**config.mk**
```make
export PLATFORM = sky130hd
export DESIGN_NAME = dsw_host
export DESIGN_NICKNAME = d
export VERILOG_FILES = /design/src/hw/dsw_pkg.sv /design/src/hw/dsw_if.sv /design/src/hw/dsw_clkdiv.sv /design/src/hw/dsw_host.sv
export SDC_FILE = /design/constraint.sdc
export NUM_CORES = 1
export LEC_CHECK = 0
export BUFFER_PORTS_ARGS = -buffer_cell sky130_fd_sc_hd__buf_4
export CORE_MARGIN = 3
export CORE_UTILIZATION = 35
export DETAILED_ROUTE_END_ITERATION = 7
export SYNTH_ARGS = -nofsm -noshare
export SYNTH_HDL_FRONTEND = slang
export SYNTH_SLANG_ARGS = --single-unit
```
**constraint.sdc**
```tcl
create_clock -name clock_i -period 3.07 [get_ports clock_i]
set_input_delay 0.614 -clock clock_i [delete_from_list [all_inputs] [get_ports clock_i]]
set_output_delay 0.614 -clock clock_i [all_outputs]
set_load 0.01 [all_outputs]
```
**src/hw/dsw_pkg.sv**
```systemverilog
// Purpose: Shared constants for the serial DAC write host controller
// Assumes: 25 MHz system clock
// Notes: Frame, mode and timing constants used by the divider and host design files
package dsw_pkg;
  localparam int unsigned CLK_PERIOD_NS = 40;  // System clock period
  localparam int unsigned WORD_BITS = 16;      // Bits per frame
  localparam int unsigned BYTE_BITS = 8;       // Bits per byte transfer
  localparam int unsigned MODE_HI_POS = 15;    // Upper mode bit position
  localparam int unsigned MODE_LO_POS = 14;    // Lower mode bit position
  localparam int unsigned SYNC_HIGH_NS = 33;   // Least frame-high time
  // Least time rounds up to whole cycles, never below one
  localparam int unsigned SYNC_HIGH_CYC_RAW =
    (SYNC_HIGH_NS + CLK_PERIOD_NS - 1) / CLK_PERIOD_NS;
  localparam int unsigned SYNC_HIGH_CYC =
    (SYNC_HIGH_CYC_RAW < 1) ? 1 : SYNC_HIGH_CYC_RAW;
  localparam int unsigned HALF_PERIOD_CYC = 2; // Default serial half period
  // Operating mode codes carried in the two leading bits
  typedef enum logic [1:0] {
    DSW_MODE_NORMAL = 2'h0,   // Normal operation
    DSW_MODE_PD_1K = 2'h1,    // Power-down, low-ohm load to ground
    DSW_MODE_PD_100K = 2'h2,  // Power-down, high-ohm load to ground
    DSW_MODE_PD_TRI = 2'h3    // Power-down, output three-stated
  } dsw_mode_t;
endpackage

```
**src/hw/dsw_if.sv**
```systemverilog
// Purpose: Carrier between the host top and its clock divider
// Assumes: Same clock domain on both sides
// Notes: Divider reports serial clock edges as one-cycle strobes
`timescale 1ns/100ps
`default_nettype none
interface dsw_if;
  logic run;        // Serial clock allowed to toggle
  logic sclk;       // Serial clock level
  logic rise;       // Strobe: serial clock rises at the next edge
  logic fall;       // Strobe: serial clock falls at the next edge
  modport ctl (output run, input sclk, input rise, input fall);
  modport div (input run, output sclk, output rise, output fall);
endinterface
`default_nettype wire

```
**src/hw/dsw_clkdiv.sv**
```systemverilog
// Purpose: Serial clock divider for the host controller
// Assumes: Clock idles low while run is low
// Notes: Edge strobes mark the cycle before the level changes
`timescale 1ns/100ps
`default_nettype none
module dsw_clkdiv #(
  parameter int unsigned HALF = dsw_pkg::HALF_PERIOD_CYC // Half period
) (
  input wire logic clock_i,   // System clock
  input wire logic reset_i,   // Async reset, active high
  input wire logic enable_i,  // Clock enable
  dsw_if.div link             // Strobes to controller
);
  logic [7:0] count;          // Half-period counter
  logic wrap;                 // Half period complete
  assign wrap = (count == 8'(HALF - 1));
  assign link.rise = enable_i && link.run && wrap && !link.sclk;
  assign link.fall = enable_i && link.run && wrap && link.sclk;
  // Counter restarts whenever the clock is parked, so the first half
  // period of a frame is always whole
  always_ff @(posedge clock_i or posedge reset_i) begin
    if (reset_i) begin
      count <= 8'h00;
    end else if (enable_i) begin
      if (!link.run || wrap) begin
        count <= 8'h00;
      end else begin
        count <= count + 8'h01;
      end
    end
  end
  // Clock level; parks low when stopped
  always_ff @(posedge clock_i or posedge reset_i) begin
    if (reset_i) begin
      link.sclk <= 1'b0;
    end else if (enable_i) begin
      if (!link.run) begin
        link.sclk <= 1'b0;
      end else if (wrap) begin
        link.sclk <= !link.sclk;
      end
    end
  end
endmodule // dsw_clkdiv
`default_nettype wire

```
**src/hw/dsw_host.sv**
```systemverilog
// Purpose: Host controller writing 16-bit words to a serial DAC
// Assumes: 25 MHz clock; device samples data on falling serial clock
// Notes: Word or two-byte framing; abort drops the frame early
// Function
// - Host makes clock, low frame, 16-bit words
// - Clock idles low, phase one clocking
// - Data stable at each falling clock edge; here data changes on that same falling edge
// - Frame low before and through transfer
// - Byte mode: two bytes, frame held low
// - Word sent most significant bit first
// - Per-byte bit reversal keeps MSB first
// - Frame, data, clock driven by one port
// - Port enabled, then word loaded starts transfer
// - Data shifts on falling clock edge
// - Frame high at least 33 ns between writes
`timescale 1ns/100ps
`default_nettype none
module dsw_host #(
  parameter int unsigned HALF = dsw_pkg::HALF_PERIOD_CYC, // Half period
  parameter int unsigned GAP = dsw_pkg::SYNC_HIGH_CYC      // Frame-high cycles
) (
  input wire logic clock_i,          // System clock, 25 MHz
  input wire logic reset_i,          // Async reset, active high
  input wire logic enable_i,         // Clock enable, freezes state
  input wire logic port_enable_i,    // Serial port enabled
  input wire logic byte_mode_i,      // Send as two bytes
  input wire logic lsb_first_i,      // Port shifts bytes LSB first
  input wire logic req_valid_i,      // Write request
  output logic req_ready_o,          // Request can be accepted this cycle
  input wire dsw_pkg::dsw_mode_t mode_i, // Operating mode field
  input wire logic [13:0] code_i,    // DAC code field
  input wire logic abort_i,          // Raise frame early, drop write
  output logic busy_o,               // Transfer in progress
  output logic done_o,               // Pulse: word completed
  output logic aborted_o,            // Pulse: word dropped
  output logic host_tx_frame_sync_o, // Frame select, active low
  output logic host_tx_clock_out_o,  // Serial clock
  output logic host_tx_data_out_o    // Serial data
);
  typedef enum logic [4:0] {
    DSW_IDLE = 5'h01,   // Frame high, waiting
    DSW_LEAD = 5'h02,   // Frame low, first bit set up
    DSW_SHIFT = 5'h04,  // Clocking bits
    DSW_PAUSE = 5'h08,  // Byte mode pause, frame still low
    DSW_GAP = 5'h10     // Frame high hold time
  } dsw_state_t;

  dsw_state_t state;             // Current state
  dsw_state_t next_state;        // Next state
  logic [15:0] shift;            // Outgoing word, MSB at top
  logic [4:0] falls;             // Falling edges issued this frame
  logic [7:0] wait_count;        // Lead, pause and gap timer
  logic [15:0] word;             // Assembled word
  logic [15:0] wire_word;        // Word as the port will shift it
  logic take;                    // Request accepted
  logic stop;                    // Abort honoured
  logic byte_edge;               // Eighth fall in byte mode
  logic run;                     // Divider run control
  logic bmode;                   // Latched byte mode
  logic rev;                     // Latched bit reversal
  dsw_if dlink ();               // Divider link

  dsw_clkdiv #(.HALF(HALF)) u_div (
    .clock_i(clock_i),
    .reset_i(reset_i),
    .enable_i(enable_i),
    .link(dlink.div)
  );

  // Mode sits in the two leading bits, code below it
  assign word = {mode_i, code_i};
  // A port that shifts LSB first gets each byte pre-reversed, so the
  // wire still carries MSB first; here the shifter is always MSB
  // first, reversal is modelled by reversing then restoring each byte's bit order
  always_comb begin
    wire_word = word;
    for (int i = 0; i < 8; i++) begin
      wire_word[15 - i] = lsb_first_i ? word[8 + i] : word[15 - i];
      wire_word[7 - i] = lsb_first_i ? word[i] : word[7 - i];
    end
  end

  assign take = enable_i && (state == DSW_IDLE) && req_valid_i &&
                port_enable_i;
  assign req_ready_o = (state == DSW_IDLE) && port_enable_i && enable_i;
  assign stop = enable_i && abort_i && (state != DSW_IDLE) &&
                (state != DSW_GAP);
  assign byte_edge = bmode && dlink.fall &&
                     (falls == 5'(dsw_pkg::BYTE_BITS - 1));
  // Run leaves byte_edge out: the fall strobe is built from run, so using
  // it here would close a combinational loop; the pause state parks the
  // clock one cycle later, after the eighth fall has already landed low
  assign run = (state == DSW_SHIFT) && !stop;
  assign dlink.run = run;

  // State transitions
  always_comb begin
    next_state = state;
    unique case (state)
      DSW_IDLE: begin
        if (take) begin
          next_state = DSW_LEAD;
        end
      end
      DSW_LEAD: begin
        if (wait_count == 8'(HALF - 1)) begin
          next_state = DSW_SHIFT;
        end
      end
      DSW_SHIFT: begin
        if (dlink.fall &&
            falls == 5'(dsw_pkg::WORD_BITS - 1)) begin
          next_state = DSW_GAP;
        end else if (byte_edge) begin
          next_state = DSW_PAUSE;
        end
      end
      DSW_PAUSE: begin
        if (wait_count == 8'(HALF - 1)) begin
          next_state = DSW_SHIFT;
        end
      end
      DSW_GAP: begin
        if (wait_count == 8'(GAP - 1)) begin
          next_state = DSW_IDLE;
        end
      end
      default: next_state = DSW_IDLE;
    endcase
    if (stop) begin
      next_state = DSW_GAP;
    end
  end

  // State register
  always_ff @(posedge clock_i or posedge reset_i) begin
    if (reset_i) begin
      state <= DSW_IDLE;
    end else if (enable_i) begin
      state <= next_state;
    end
  end

  // Timer restarts on each state change
  always_ff @(posedge clock_i or posedge reset_i) begin
    if (reset_i) begin
      wait_count <= 8'h00;
    end else if (enable_i) begin
      if (next_state != state) begin
        wait_count <= 8'h00;
      end else if (wait_count != 8'hff) begin
        wait_count <= wait_count + 8'h01;
      end
    end
  end

  // Frame options held for the whole word
  always_ff @(posedge clock_i or posedge reset_i) begin
    if (reset_i) begin
      bmode <= 1'b0;
      rev <= 1'b0;
    end else if (take) begin
      bmode <= byte_mode_i;
      rev <= lsb_first_i;
    end
  end

  // Shifter: top bit is on the wire; advance after each fall so the
  // next bit settles while the clock is low and holds through the
  // rise, changing again at the next fall
  always_ff @(posedge clock_i or posedge reset_i) begin
    if (reset_i) begin
      shift <= 16'h0000;
    end else if (take) begin
      // Undo the pre-reversal the port applies while shifting
      for (int i = 0; i < 8; i++) begin
        shift[15 - i] <= lsb_first_i ? wire_word[8 + i] : wire_word[15 - i];
        shift[7 - i] <= lsb_first_i ? wire_word[i] : wire_word[7 - i];
      end
    end else if (dlink.fall) begin
      shift <= {shift[14:0], 1'b0};
    end
  end

  // Falling edge count for the frame
  always_ff @(posedge clock_i or posedge reset_i) begin
    if (reset_i) begin
      falls <= 5'h00;
    end else if (take) begin
      falls <= 5'h00;
    end else if (dlink.fall) begin
      falls <= falls + 5'h01;
    end
  end

  // Pin drivers; frame low from lead to last fall
  always_ff @(posedge clock_i or posedge reset_i) begin
    if (reset_i) begin
      host_tx_frame_sync_o <= 1'b1;
      host_tx_data_out_o <= 1'b0;
    end else if (enable_i) begin
      host_tx_frame_sync_o <= (next_state == DSW_IDLE) ||
                              (next_state == DSW_GAP);
      host_tx_data_out_o <= (next_state == DSW_GAP) ? 1'b0 :
                            (take ? word[dsw_pkg::MODE_HI_POS] :
                             (dlink.fall ? shift[14] : shift[15]));
    end
  end
  // Clock from divider register, idle low
  assign host_tx_clock_out_o = dlink.sclk;

  // Status pulses
  always_ff @(posedge clock_i or posedge reset_i) begin
    if (reset_i) begin
      done_o <= 1'b0;
      aborted_o <= 1'b0;
    end else if (enable_i) begin
      done_o <= (state == DSW_SHIFT) && (next_state == DSW_GAP) && !stop;
      aborted_o <= stop;
    end
  end

  assign busy_o = (state != DSW_IDLE);
endmodule // dsw_host
`default_nettype wire

```
; After elaboration in Yosys (flattened, before gate mapping)
; Cells that the tools add are included.
[word_totals]
output_inout_bits = 7
reg_bits = 48
input_bits = 24
elab_cells = 109
[classes]
mux = 51
add_sub_neg = 3
n_eq_ne = 16
n_reduce_logical = 28
[op_table]
columns = cell, count
row1 = $mux 5, 8
row2 = $mux 1, 37
row3 = $mux 16, 2
row4 = $mux 8, 3
row5 = $pmux 5 s4, 1
row6 = $logic_and 1x1->1, 17
row7 = $add 8x1->8 const B, 2
row8 = $eq 8x1->1 const B, 2
row9 = $eq 5x1->1 const B, 2
row10 = $eq 5x3->1 const B, 2
row11 = $eq 5x4->1 const B, 2
row12 = $eq 5x5->1 const B, 2
row13 = $logic_not 8->1, 1
row14 = $ne 8x8->1 const B, 1
row15 = $add 5x1->5 const B, 1
row16 = $eq 5x2->1 const B, 1
row17 = $ne 5x1->1 const B, 1
row18 = $ne 5x5->1, 1
row19 = $ne 5x5->1 const B, 1
row20 = $reduce_and 2->1, 2
row21 = $reduce_bool 2->1, 2
row22 = $logic_not 1->1, 3
row23 = $logic_or 1x1->1, 2
row24 = $ne 2x2->1 const B, 1
row25 = $reduce_or 2->1, 1

; Depth between registers and ports, before layout
[logic_depth]
word_depth = 17
ltp_mapped = 8
depth_no_buf = 8

; Hierarchy
; A second synthesis with hierarchy kept.
[hier_totals]
cells_unflattened = 307
hier_area_um2 = 2839.0
[by_module_without_submodules]
columns = mod, cells_per_inst, seq_area_each_um2, instances, area_per_inst_um2
row1 = dsw_host, 255, 978.4, 1, 2332.2
row2 = dsw_clkdiv, 52, 225.2, 1, 506.7

; Least setup slack after synthesis
; Ideal clock, no wire load.
[synth_timing]
path_type = input to output
startpoint = input port enable_i
endpoint = output port req_ready_o
n_path_buf = 3
required_time_ns = 2.456
setup_slack_ns = 0.744
arrival_ns = 1.712
stages = 5
path_cell_list = clkbuf_1 > buf_1 > clkbuf_1 > nand2_1 > nor2_1
[synth_via]
elab_chain_len = 1
[synth_rtl]
columns = item, line_no
row1 = from (decl), dsw_host.sv:24  ; input wire logic enable_i,
row2 = $logic_and 1x1->1, dsw_host.sv:85  ; assign req_ready_o = (state == DSW_IDLE) && port_enable_i && enable_i;
row3 = to (decl), dsw_host.sv:29  ; output logic req_ready_o,
; No other way between the ends.

; Final worst setup path
[layout_timing]
startpoint = register u_div.count[1]
endpoint = register host_tx_data_out_o
[layout_via]
elab_chain_len = 11
word_cells_on_any_way = 14
cone_classes = eq/ne (2) / mux (7) / reduce/logical (5)
[layout_rtl]
columns = item, line_no
row1 = from (decl), dsw_clkdiv.sv:14  ; logic [7:0] count;
row2 = from (signal assigned), dsw_clkdiv.sv:28  ; count <= count + 8'h01;
row3 = $eq 8x1->1 (*), dsw_clkdiv.sv:16  ; assign wrap = (count == 8'(HALF - 1));
row4 = $logic_and 1x1->1 (*) (2 in a row), dsw_clkdiv.sv:18  ; assign link.fall = enable_i && link.run && wrap && link.sclk;
row5 = $logic_and 1x1->1 (2 in a row), dsw_host.sv:88  ; assign byte_edge = bmode && dlink.fall &&
row6 = $mux 5, dsw_host.sv:114  ; end else if (byte_edge) begin
row7 = $mux 5, dsw_host.sv:111  ; if (dlink.fall &&
row8 = $pmux 5 s4, dsw_host.sv:99  ; unique case (state)
row9 = $mux 5, dsw_host.sv:130  ; if (stop) begin
row10 = $eq 5x5->1, dsw_host.sv:204  ; host_tx_data_out_o <= (next_state == DSW_GAP) ? 1'b0 :
row11 = $mux 1 (*), dsw_host.sv:204
row12 = to (signal assigned), dsw_host.sv:204
row13 = to (decl), dsw_host.sv:38  ; output logic host_tx_data_out_o
; Mark *: on every way between the ends. The rest lies on a longest branch, timed or not.
; A chain may end at the register's enable or synchronous reset.

==> flow_summary.toml <==
[run_status]
status = "complete, no violations"

[clocking]
cts_resized = 0
cts.reportedPaths.clkPinSlew_ns = 0.09
htree_levels = 2
cts_setup_buffers = 0
cts_tree = "built"
clock_latency_ns = 0.31
cts_root_buffer = "clkbuf_8"
holdBufCountCts = 0
cts_sinks = 48
clockBufferDepth = 2
cts_buffers = 5

[yosys]
synthCells = 299
synth_edf_count = 0
syn_area_um2 = 2800
synthesis.nets = 330
synth.avg_cell_area_um2 = 9.35
ys_ff_latch = 48
ys_warn_count = 0
dominantRegCellSynth = "dfrtp_1"
synth-async-reset-ratio = 1.00
ys_types = 57
ys_seq_area_frac = 0.430

[setup_path]
crit_buf_inv = 2
slowest_delay_ns = 0.54
cp-start-kind = "register"
cp_data_arrival_time_ns = 2.72
critPathSlowestCell = "or4b_1"
cp_top_family = "simple AND/OR/NAND/NOR gates"
crit_required_ns = 3.27
path_class = "register to register"
crit_chain = "inv_1 -> ha_1 -> or4b_1 -> nor4_4 -> buf_4 -> mux2i_1 -> o21ai_0 -> a22o_1"
crit_path_end_kind = "register"
worst-path-max-fanout = 20

[sta]
max_slew_margin = 0.659
fin_crit_ns = 2.52
worst_slack_ns = 0.552
worst_pin_slew_ns = 0.507
rsz0062_at_grt = "no"
setup_viol = 0
hold_viol = 0
clock_skew_ns = 0.00855
post-route-period-util = 0.820
fmax_ghz = 0.397
report.final.slew_viol_count = 0
finalSetupTns_ns = 0

[die]
core_region_area_um2 = 7490
ios = 31
dieWidth_um = 95.4
start_util = 0.374
die_h_um = 95.4
die-area_um2 = 9100
rows = 31

[final_layout]
nets = 360
final_cell_mix = "46 x dfrtp_1, 43 x nand2_1, 38 x buf_4"
drive_gt1_frac = 0.191
areaGrowthSynthToFinish_pct = 16.6
layout_commonest_cell = "dfrtp_1"
insertedDiodeCount = 0
fin_util = 0.436
fin_area_um2 = 3260

[global_route]
grt.total_usage = 0.149
grt_max_degree = 40
antenna_found_initial = 0
grt-ovfl-total = 0
grt_pass1_vias = 2223
grt_pass1_wl_mm = 10.7

[detailed_routing]
route.detailed.drc = 0
routed_via_density = 5.38
topRoutingLayerUsed = "met4"
num_vias = 2302
antenna_left = 0
wl_met2_mm = 2.83
dr.pass1.iters = 4
wl_met1_mm = 3.07
initialDrtViolationCount = 133
routed_wl_mm = 6.26
met3RoutedLength_um = 284
avgRoutedWirePerCell_um = 14.6

[pwr]
powerDensity_nw_per_um2 = 613
p_leak_nw = 1.41
peakVddDrop_mv = 0.349

[place]
gp_congestion = 0.787
pre_cts_slack_ns = 0.554
port_buffers = 29
place.detailed.hpwl_mm = 4.44
place_area_um2 = 3130

[job]
cap_violations = 0

[worst_hold_path]
hp-class = "input port to asynchronous set/reset pin"
## synth_stat cells (all sizes together) (2+ instances only)
master  instances  area share
dfrtp          46        0.41
o21ai          25       0.045
or3             6       0.013
a21o            2      0.0054
a41oi           3      0.0094
or4             2      0.0067
nand4b          2      0.0063
or4b            3       0.011
buf             7       0.017
nand2b          3      0.0067
a41o            2      0.0072
nand2          43       0.058
and3            7       0.016
a211oi          2      0.0054
nor3            6       0.011
a21boi          3      0.0094
nor2b           4      0.0089
o211ai          2      0.0054
a22o            4       0.013
inv            12       0.016
xor2            6       0.019
or2             2      0.0045
o22a            2      0.0063
xnor2           4       0.013
nor4            6       0.021
nor2           16       0.022
dfstp           2       0.019
a21oi          14       0.025
o31ai           7       0.021
nand3           7       0.014
mux2i          16       0.057
nand4           4      0.0089
o32ai           4       0.015
clkbuf          8       0.011
ha              7       0.031
## stage by stage
stage / cells / power (mW) / hold slack (ns)
after floorplan: 299 / 1.28 / 0.437
after global placement: 421 / 1.47 / 0.462
after detailed placement: 421 / 1.47 / 0.464
after CTS: 428 / 2.02 / 0.306
after global routing: 428 / 2.14 / 0.324
final: 428 / 2.00 / 0.289
## kinds of logic after synthesis
kind of cell,count (synthesis),synth area share
buf+inv,28,0.0452
flops,48,0.430
simple gates,114,0.216
compound gates,75,0.185
xor+xnor,10,0.0313
fa+ha+maj,7,0.0313
mux,17,0.0613
## area by class of cell
class	count	area (um2)
Inverter	13	48.8
Sequential cell	48	1200
Clock buffer	5	68.8
Fill cell	766	4220
Timing Repair Buffer	38	285
Multi-Input combinational cell	223	1470
Clock inverter	2	60.1
Tap cell	99	124
## power breakdown
group | internal (mW) | switching (mW) | total [mW] | leakage, nW
combinational | 0.254 | 0.305 | 0.559 | 0.713
clock | 0.321 | 0.220 | 0.540 | 0.0642
sequential | 0.787 | 0.114 | 0.901 | 0.634
## final timing paths
check	slack [ns]	to	cells past startpoint	from
max	0.55	host_tx_data_out_o	8	u_div.count[1]
min	0.29	bmode	2	reset_i
max reg2reg	0.55	host_tx_data_out_o	8	u_div.count[1]
min reg2reg	0.48	bmode	2	bmode
max in group asynchronous	2.16	falls[2]	3	reset_i
min in group clock_i	0.48	bmode	2	bmode
## layer usage
| layer | vias to the layer above | track usage |
|---|---|---|
| li1 | 1139 | - |
| met3 | 7 | 0.0260 |
| met2 | 46 | 0.231 |
| met1 | 1110 | 0.210 |
| met5 | - | 0 |
| met4 | 0 | 0.0498 |
## sequential cells by signal, indices dropped and copies added, names as in the netlist
signal,flops
u_div.count,8
host_tx_data_out_o,1
done_o,1
aborted_o,1
bmode,1
shift,16
falls,5
host_tx_frame_sync_o,1
state,5
u_div.link.sclk,1
wait_count,8
No activity file was read; power rests on OpenSTA's default activity.
